--- config.mk ---
export PLATFORM = sky130hd
export DESIGN_NAME = counter_freq_diag_record
export DESIGN_NICKNAME = d
export VERILOG_FILES = /design/src/diag_record_pkg.sv /design/src/counter_freq_diag_record.sv
export SDC_FILE = /design/constraint.sdc
export NUM_CORES = 1
export LEC_CHECK = 0
export BUFFER_PORTS_ARGS = -buffer_cell sky130_fd_sc_hd__buf_2
export CORE_UTILIZATION = 30
export CTS_CLUSTER_SIZE = 40
export DETAILED_ROUTE_END_ITERATION = 7
export PLACE_DENSITY = 0.55
export SYNTH_ARGS = -nofsm -noshare
export SYNTH_HDL_FRONTEND = slang
export SYNTH_SLANG_ARGS = --single-unit
--- constraint.sdc ---
create_clock -name ref_clk -period 2.6 [get_ports ref_clk]
set_input_delay 0.13 -clock ref_clk [delete_from_list [all_inputs] [get_ports ref_clk]]
set_output_delay 0.13 -clock ref_clk [all_outputs]
set_load 0.03 [all_outputs]
--- src/diag_record_pkg.sv ---
// constants for the counter / frequency-measurement diagnostic record block
// assumes a 32-bit register port with byte addresses, words little-endian (byte 0 in bits 7:0)
package diag_record_pkg;

   // register byte addresses
   localparam logic [7:0] REC_WORD0_ADDR  = 8'h00; // record bytes 0..3
   localparam logic [7:0] REC_WORD1_ADDR  = 8'h04; // record bytes 4..7
   localparam logic [7:0] REC_WORD2_ADDR  = 8'h08; // record bytes 8..11
   localparam logic [7:0] REC_WORD3_ADDR  = 8'h0C; // record bytes 12..15, read ends the record
   localparam logic [7:0] BASE_REC_ADDR   = 8'h10; // base record alone
   localparam logic [7:0] IRQ_STATUS_ADDR = 8'h14;
   localparam logic [7:0] IRQ_MASK_ADDR   = 8'h18;
   localparam logic [7:0] CONTROL_ADDR    = 8'h1C;

   // control register fields
   localparam int CTRL_FREQ_MODE_BIT  = 0; // 0 counter record, 1 frequency record
   localparam int CTRL_MORE_TYPES_BIT = 1; // byte 4 bit 7
   localparam logic [1:0] CONTROL_RESET   = 2'h0;
   localparam logic [1:0] IRQ_MASK_RESET  = 2'h0;

   // interrupt status fields
   localparam int IRQ_CNT_LOST_BIT  = 0;
   localparam int IRQ_FREQ_LOST_BIT = 1;

   // record constants
   localparam int         RECORD_BYTES     = 16;
   localparam logic [6:0] CHANNEL_TYPE     = 7'h76;
   localparam logic [7:0] DIAG_BITS_PER_CH = 8'h08;
   localparam logic [7:0] CHANNEL_COUNT    = 8'h04;
   localparam logic [3:0] MODULE_CLASS_FN  = 4'h8;

   // counter event vector layout
   localparam int CNT_EVT_WIDTH   = 11;
   localparam int CNT_OVF_LSB     = 0;  // counters 0..3 over/underflow/end value
   localparam int CNT_CMP_LSB     = 4;  // counters 0..3 comparison reached
   localparam int CNT3_GATE_OPEN  = 8;
   localparam int CNT3_GATE_CLOSE = 9;
   localparam int CNT3_LATCH      = 10;
   localparam int FREQ_CHANNELS   = 4;

endpackage

--- src/counter_freq_diag_record.sv ---
// diagnostic record builder for the counter and frequency-measurement functions
// assumes event and pending inputs come from logic on ref_clk; base bytes 0, 2, 3 come from the base record owner
`timescale 1ns/100ps

// How it works
// the extended record is sixteen bytes, the four base bytes followed by twelve function bytes.
// bytes zero to three of the extended record equal the base record as it stands when read.
// byte four bits six to zero hold channel type 76h in both record flavours.
// byte four bit seven tells whether more channel types follow.
// byte five always reads 08h diagnostic bits per channel.
// byte six always reads 04h channels.
// in the counter record byte seven bits zero to three flag errors of counters zero to three.
// in the counter record bytes eight to ten carry lost overflow in bit two and lost compare in bit three.
// in the counter record byte eleven carries the five lost-event flags of counter three.
// in the frequency record byte seven bits zero to three flag errors of frequency meters zero to three.
// in the frequency record bytes eight to eleven bit zero flag lost end of measurement, the rest read zero.
// each lost-event flag is reported as a diagnostic interrupt cause.
// base byte one holds module class 1000b in bits three to zero and channel info present in bit four.
// a lost flag sets when an event recurs while its interrupt is pending and holds until the record is read.
// a channel-group error bit is set whenever any lost flag of that channel is set.

module counter_freq_diag_record
(
   input  wire logic                                    ref_clk,
   input  wire logic                                    sys_rst,
   input  wire logic                                    clkEn,
   input  wire logic [7:0]                              regAddr,
   input  wire logic [31:0]                             regWrData,
   input  wire logic                                    regWrite,
   input  wire logic                                    regRead,
   output logic      [31:0]                             regRdData,
   input  wire logic [diag_record_pkg::CNT_EVT_WIDTH-1:0] cntEvent,
   input  wire logic [diag_record_pkg::CNT_EVT_WIDTH-1:0] cntPending,
   input  wire logic [diag_record_pkg::FREQ_CHANNELS-1:0] freqEvent,
   input  wire logic [diag_record_pkg::FREQ_CHANNELS-1:0] freqPending,
   input  wire logic [7:0]                              baseByte0,
   input  wire logic [7:0]                              baseByte2,
   input  wire logic [7:0]                              baseByte3,
   output logic                                         irq
);
   import diag_record_pkg::*;

   logic [CNT_EVT_WIDTH-1:0] cntLost;
   logic [FREQ_CHANNELS-1:0] freqLost;
   logic [1:0]               control;
   logic [1:0]               irqStatus;
   logic [1:0]               irqMask;

   logic [CNT_EVT_WIDTH-1:0] cntLostSet;
   logic [FREQ_CHANNELS-1:0] freqLostSet;
   logic                     recordDone;
   logic                     statusRead;
   logic                     freqMode;
   logic                     moreTypes;

   logic [3:0]               cntGroupErr;
   logic [3:0]               freqGroupErr;
   logic                     anyLost;

   logic [7:0]               recByte [RECORD_BYTES];
   logic [31:0]              baseWord;
   logic [31:0]              next_rdData;

   assign freqMode  = control[CTRL_FREQ_MODE_BIT];
   assign moreTypes = control[CTRL_MORE_TYPES_BIT];

   // a recurring event while the previous one is still pending means a lost process interrupt
   assign cntLostSet  = cntEvent & cntPending;
   assign freqLostSet = freqEvent & freqPending;

   // reading the last record word ends the record and releases the lost flags
   assign recordDone = regRead && (regAddr == REC_WORD3_ADDR);
   assign statusRead = regRead && (regAddr == IRQ_STATUS_ADDR);

   // lost flags: set wins over the clearing read so an event in that cycle survives
   always_ff @(posedge ref_clk)
   begin
      if (sys_rst)
      begin
         cntLost  <= '0;
         freqLost <= '0;
      end
      else if (clkEn)
      begin
         cntLost  <= (recordDone ? '0 : cntLost) | cntLostSet;
         freqLost <= (recordDone ? '0 : freqLost) | freqLostSet;
      end
   end

   // control register
   always_ff @(posedge ref_clk)
   begin
      if (sys_rst)
      begin
         control <= CONTROL_RESET;
      end
      else if (clkEn && regWrite && regAddr == CONTROL_ADDR)
      begin
         control <= regWrData[1:0];
      end
   end

   // interrupt mask
   always_ff @(posedge ref_clk)
   begin
      if (sys_rst)
      begin
         irqMask <= IRQ_MASK_RESET;
      end
      else if (clkEn && regWrite && regAddr == IRQ_MASK_ADDR)
      begin
         irqMask <= regWrData[1:0];
      end
   end

   // sticky interrupt causes, cleared by reading the status, new causes win over the clear
   always_ff @(posedge ref_clk)
   begin
      if (sys_rst)
      begin
         irqStatus <= '0;
      end
      else if (clkEn)
      begin
         irqStatus[IRQ_CNT_LOST_BIT]  <= (irqStatus[IRQ_CNT_LOST_BIT] & ~statusRead)
                                         | (|cntLostSet);
         irqStatus[IRQ_FREQ_LOST_BIT] <= (irqStatus[IRQ_FREQ_LOST_BIT] & ~statusRead)
                                         | (|freqLostSet);
      end
   end

   assign irq = |(irqStatus & irqMask);

   // channel-group errors follow the lost flags of their channel
   always_comb
   begin
      for (int i = 0; i < 4; i++)
      begin
         cntGroupErr[i] = cntLost[CNT_OVF_LSB + i] | cntLost[CNT_CMP_LSB + i];
      end
      cntGroupErr[3] = cntGroupErr[3] | cntLost[CNT3_GATE_OPEN]
                       | cntLost[CNT3_GATE_CLOSE] | cntLost[CNT3_LATCH];
      freqGroupErr = freqLost;
   end

   assign anyLost = freqMode ? (|freqLost) : (|cntLost);

   // base record; byte 1 is built here, the other bytes are owned elsewhere
   assign baseWord = {baseByte3,
                      baseByte2,
                      3'b000, anyLost, MODULE_CLASS_FN,
                      baseByte0};

   // record assembly
   always_comb
   begin
      // bytes 0..3 are the very same word as the base record, so both reads always agree
      recByte[0] = baseWord[7:0];
      recByte[1] = baseWord[15:8];
      recByte[2] = baseWord[23:16];
      recByte[3] = baseWord[31:24];
      recByte[4] = {moreTypes, CHANNEL_TYPE};
      recByte[5] = DIAG_BITS_PER_CH;
      recByte[6] = CHANNEL_COUNT;
      for (int b = 12; b < RECORD_BYTES; b++)
      begin
         recByte[b] = 8'h00;
      end
      if (freqMode)
      begin
         recByte[7] = {4'h0, freqGroupErr};
         for (int c = 0; c < FREQ_CHANNELS; c++)
         begin
            recByte[8 + c] = {7'h00, freqLost[c]};
         end
      end
      else
      begin
         recByte[7] = {4'h0, cntGroupErr};
         for (int c = 0; c < 3; c++)
         begin
            recByte[8 + c] = {4'h0, cntLost[CNT_CMP_LSB + c], cntLost[CNT_OVF_LSB + c], 2'b00};
         end
         recByte[11] = {3'b000,
                        cntLost[CNT3_LATCH],
                        cntLost[CNT_CMP_LSB + 3],
                        cntLost[CNT_OVF_LSB + 3],
                        cntLost[CNT3_GATE_CLOSE],
                        cntLost[CNT3_GATE_OPEN]};
      end
   end

   // read mux; unmapped addresses read zero
   always_comb
   begin
      next_rdData = 32'h0000_0000;
      case (regAddr)
         REC_WORD0_ADDR:  next_rdData = {recByte[3], recByte[2], recByte[1], recByte[0]};
         REC_WORD1_ADDR:  next_rdData = {recByte[7], recByte[6], recByte[5], recByte[4]};
         REC_WORD2_ADDR:  next_rdData = {recByte[11], recByte[10], recByte[9], recByte[8]};
         REC_WORD3_ADDR:  next_rdData = {recByte[15], recByte[14], recByte[13], recByte[12]};
         BASE_REC_ADDR:   next_rdData = baseWord;
         IRQ_STATUS_ADDR: next_rdData = {30'h0, irqStatus};
         IRQ_MASK_ADDR:   next_rdData = {30'h0, irqMask};
         CONTROL_ADDR:    next_rdData = {30'h0, control};
         default:         next_rdData = 32'h0000_0000;
      endcase
   end

   // with clkEn high, read data stands only in the cycle after the strobe, zero otherwise; with clkEn low the register holds
   always_ff @(posedge ref_clk)
   begin
      if (sys_rst)
      begin
         regRdData <= 32'h0000_0000;
      end
      else if (clkEn)
      begin
         regRdData <= regRead ? next_rdData : 32'h0000_0000;
      end
   end

endmodule // counter_freq_diag_record

# ---- After elaboration in Yosys (flattened, before gate mapping)
# Index checks and enable logic that the tools add are counted.
dict set report word_totals {
  elab_cells 48
  register_bits 53
  output_inout_bits 33
  inputBits 99
}
dict set report op_classes {
  mux 6
  reduce_logical 12
  n_bitwise 17
  eq_ne 7
}
# op count
set ops {}
lappend ops {{$pmux W32 S6} 1}
lappend ops {{$mux W36} 1}
lappend ops {{$eq A8 B5 Y1 const B} 4}
lappend ops {{$mux W32} 1}
lappend ops {{$reduce_or A11 Y1} 2}
lappend ops {{$eq A8 B4 Y1 const B} 2}
lappend ops {{$and A11 B11 Y11} 1}
lappend ops {{$mux W11} 1}
lappend ops {{$or A11 B11 Y11} 1}
lappend ops {{$or A1 B1 Y1} 9}
lappend ops {{$eq A8 B3 Y1 const B} 1}
lappend ops {{$logic_not A8 Y1} 1}
lappend ops {{$reduce_or A4 Y1} 2}
lappend ops {{$logic_and A1 B1 Y1} 5}
lappend ops {{$and A4 B4 Y4} 1}
lappend ops {{$mux W4} 1}
lappend ops {{$or A4 B4 Y4} 1}
lappend ops {{$reduce_or A2 Y1} 2}
lappend ops {{$and A1 B1 Y1} 2}
lappend ops {{$and A2 B2 Y2} 1}
lappend ops {{$mux W1} 1}
lappend ops {{$not A1 Y1} 1}

# ---- Depth between registers and ports, before layout
dict set report logic_depth {
  word_depth 7
  depth_mapped 6
  depth_no_buf 4
}

# ---- Worst setup path after synthesis
# Ideal clock, no wire load.
dict set report synth_timing {
  kind {reg2reg}
  startpoint {register cntLost[3]}
  endpoint {register regRdData[27]}
  required_time_ps 2483
  arrival_ps 1268
  stages_incl_launch_ff 5
  path_buffers 0
  period_less_slack_ps 1385
  slack_ps 1215
  setup_time_ps 117
  path_cell_list {dfxtp_1 > or4_1 > nor3_1 > o22ai_1 > a22o_1}
}
dict set report synth_via {
  elab_chain_cells 7
}
# item line_no
set synth_rtl {}
lappend synth_rtl {{start: declaration} counter_freq_diag_record.sv:43} ;# logic [CNT_EVT_WIDTH-1:0] cntLost;
lappend synth_rtl {{start signal: assignment} counter_freq_diag_record.sv:85} ;# cntLost <= (recordDone ? '0 : cntLost) | cntLostSet;
lappend synth_rtl {{$or A1 B1 Y1} counter_freq_diag_record.sv:139} ;# cntGroupErr[i] = cntLost[CNT_OVF_LSB + i] | cntLost[CNT_CMP_LSB + i];
lappend synth_rtl {{$or A1 B1 Y1} counter_freq_diag_record.sv:141} ;# cntGroupErr[3] = cntGroupErr[3] | cntLost[CNT3_GATE_OPEN]
lappend synth_rtl {{$or A1 B1 Y1 (2 in series)} counter_freq_diag_record.sv:142} ;# | cntLost[CNT3_GATE_CLOSE] | cntLost[CNT3_LATCH];
lappend synth_rtl {{$mux W36} counter_freq_diag_record.sv:169} ;# if (freqMode)
lappend synth_rtl {{$pmux W32 S6} counter_freq_diag_record.sv:197} ;# case (regAddr)
lappend synth_rtl {{$mux W32} counter_freq_diag_record.sv:219} ;# regRdData <= regRead ? next_rdData : 32'h0000_0000;
lappend synth_rtl {{end signal: assignment} counter_freq_diag_record.sv:219}
lappend synth_rtl {{end: declaration} counter_freq_diag_record.sv:31} ;# output logic [31:0] regRdData,
# No other way between the ends.
# A chain may end at the register's enable or synchronous reset.

# ---- Worst setup path after layout
dict set report layout_timing {
  startpoint {register cntLost[3]}
  endpoint {register regRdData[12]}
}
dict set report layout_via {
  elab_chain_cells 4
}
# item line_no
set layout_rtl {}
lappend layout_rtl {{$reduce_or A11 Y1} counter_freq_diag_record.sv:146} ;# assign anyLost = freqMode ? (|freqLost) : (|cntLost);
lappend layout_rtl {{$mux W1} counter_freq_diag_record.sv:146}
lappend layout_rtl {{$pmux W32 S6} counter_freq_diag_record.sv:197}
lappend layout_rtl {{$mux W32} counter_freq_diag_record.sv:219}
# No other way between the ends.

==> impl_metrics.yaml <==
die:
  die_y_um: 89.86
  rows: 31
  coreArea_um2: 7370
  dieArea_um2: 8075
  fp.dieW_um: 89.86
  pin_count: 132
  start_util_pct: 31.43
detailed_routing:
  drt-vias-per-instance: 5.055
  drtIter0Drc: 102
  drc: 0
  vias: 2305
  ant_nets: 0
  wire_per_inst_um: 14.80
  drt-total-wl_um: 6749
  dr.pass1.iters: 4
critical_path:
  arrival_ns: 1.72
  worst-path-buf-inv: 0
  cpPeakStageDelay_ns: 0.52
  cp.required_ns: 2.80
  crit_path_cell_trace: "or4_1 > nor3_1 > a31oi_1 > a22o_1"
  path_max_fanout: 3
  end_kind: "flop"
  crit_type: "flop to flop"
  critPathTopFamily: "simple AND/OR/NAND/NOR gates"
  cp_slowest_cell: "or4_1"
  critPathLaunchType: "flop"
placed_design:
  io_buffers: 97
  dpl.hpwl_um: 5091
  dp.cells: 448
  gp_congestion: 0.8111
sta:
  slew_viol_final: 0
  rsz0062_at_grt: "no"
  tightest_slew_ns: 0.6446
  period_share_pct: 58.30
  fmax_mhz: 659.8
  slew_headroom_pct: 56.93
  finalSetupViolations: 0
  finalHoldViolCount: 0
  finClkSkew_ns: 0.01273
  period_needed_ns: 1.516
  tns_ns: 0
grt:
  grt-ovfl-total: 0
  grt_pass1_vias: 2240
  grt_max_degree: 30
  grt_pass1_wl_um: 11120
  grt.total_usage_pct: 17.08
  grt_antenna_before_repair: 0
cts:
  cts_tree: "built"
  cts_buffers: 5
  cts_hold_buf: 0
  post_cts_buffers: 0
  clock_sinks: 49
  clkLatencyLatePin_ns: 0.31
  clock_tree.root_cell: "clkbuf_8"
  path_clk_slew_ns: 0.09
  h-tree-depth: 2
  max-clock-path-buffers: 2
  cts-resized-gates: 0
layout:
  n_fill_cell: 780
  drive_above_1_share_pct: 31.65
  diodes: 0
  layout.cells.most_common: "buf_2"
  layout.nets: 455
  final_cell_mix: "97 x buf_2, 49 x dfxtp_1, 28 x nor2_1"
  final_cells: 456
  syn_to_final_growth_pct: 28.15
synthesis:
  syn_inst: 268
  synth_warnings: 0
  mappedNetlistArea_um2: 2316
  ys_seq_elements: 49
  avgSynthCellArea_um2: 8.642
  ys_seq_area_share_pct: 42.36
  synth.distinct_cells: 41
power:
  powerDensity_nw_per_um2: 516.6
  power_leakage_nw: 1.292
  vdd_drop_max_mv: 0.2129
job:
  maxCapViolations: 0
run_status:
  status: "finished clean"
min_path:
  hold_class: "input port to flop"
==> flip-flops by register name, summed over array words and instances, names as in the netlist <==
signal and flops:
cntLost 11, irqMask 2, freqGroupErr 4, regRdData 28, irqStatus 2, control 2
==> cell families after synthesis <==
kind of cell           Yosys count  synth area share, %
and+or+nand+nor                103                23.93
AOI/OAI and AO/OA               81                25.18
DFF                             49                42.36
buffers and inverters           28                5.781
muxes                            6                2.593
other                            1               0.1619
==> cell type report <==
cell class / instances / area [um2] / area share [%]
flip-flops and latches: 49 / 980.9 / 33.05
clock inverters: 3 / 43.79 / 1.476
repair buffers: 102 / 523.0 / 17.62
inverters: 4 / 15.01 / 0.5059
clock buffers: 5 / 68.82 / 2.319
multi-input cells: 194 / 1212 / 40.85
well taps: 99 / 123.9 / 4.174
==> Yosys cell counts <==
| cell type | count | area, um2 |
|---|---|---|
| a31oi_1 | 3 | 18.77 |
| nand2_1 | 16 | 60.06 |
| a22oi_1 | 4 | 30.03 |
| or3b_2 | 1 | 8.760 |
| a222oi_1 | 1 | 10.01 |
| a221o_1 | 3 | 30.03 |
| a21oi_1 | 21 | 105.1 |
| nand2b_1 | 13 | 81.33 |
| buf_4 | 5 | 37.54 |
| a21boi_0 | 1 | 7.510 |
| nor4b_4 | 1 | 23.77 |
| mux2i_1 | 6 | 60.06 |
| a2bb2oi_1 | 2 | 17.52 |
| conb_1 | 1 | 3.750 |
| nor2_1 | 28 | 105.1 |
| nor2b_1 | 8 | 50.05 |
| inv_1 | 4 | 15.01 |
| a221oi_1 | 2 | 17.52 |
| a22o_1 | 9 | 78.83 |
| nor3_2 | 1 | 10.01 |
| o221ai_1 | 1 | 8.760 |
| o32ai_1 | 1 | 8.760 |
| a32oi_1 | 18 | 157.7 |
| and3_1 | 3 | 18.77 |
| and2_1 | 4 | 25.02 |
| nand4_1 | 3 | 18.77 |
| nand3_1 | 12 | 60.06 |
| nor3_1 | 3 | 15.01 |
| nor4b_1 | 1 | 8.760 |
| or4_1 | 1 | 7.510 |
| o31ai_1 | 2 | 15.01 |
| dfxtp_1 | 49 | 980.9 |
| buf_2 | 8 | 40.04 |
| nor3b_1 | 3 | 22.52 |
| o21ai_0 | 9 | 45.04 |
| nand4bb_1 | 1 | 11.26 |
| clkbuf_1 | 11 | 41.29 |
| nor4_1 | 2 | 12.51 |
| nand3b_1 | 2 | 15.01 |
| o22ai_1 | 2 | 12.51 |
| a32o_1 | 2 | 20.02 |
==> power breakdown <==
| group | switching, W | internal (W) |
|---|---|---|
| clock | 0.000267 | 0.000289 |
| sequential | 0.0000171 | 0.000766 |
| combinational | 0.000106 | 0.0000877 |
| total | 0.000391 | 0.00114 |
==> final timing paths <==
kind	start	endpoint	slack, ns	depth (start not counted)
worst min register to register	regRdData[6]	regRdData[6]	0.46	2
worst max register to register	cntLost[3]	regRdData[12]	1.08	4
worst max-delay path	cntLost[3]	regRdData[12]	1.08	4
worst min-delay path	baseByte0[3]	regRdData[3]	0.05	2
==> through the flow <==
step / instance area (um2) / setup WS [ns] / utilization (%) / hold WS (ns) / total power, W
after floorplan: 2327 / 1.215 / - / 0.2689 / 0.0009075
after global placement: 2855 / 0.8888 / 38.74 / 0.3612 / 0.0009943
after detailed placement: 2855 / 0.8802 / 38.74 / 0.3602 / 0.0009939
after CTS: 2968 / 1.084 / 40.27 / 0.04501 / 0.001545
after global routing: 2968 / 0.9673 / 40.27 / 0.04921 / 0.001603
final: 2968 / 1.084 / 40.27 / 0.04914 / 0.001533
==> routing by layer <==
metal	vias to the layer above	wire, um	GRT usage (%)
met3	5	462	3.723
li1	1171	-	-
met2	84	2971	27.05
met4	0	60	4.435
met5	-	0	0
met1	1045	3255	23.49
Power figures use the tool's default switching activity.
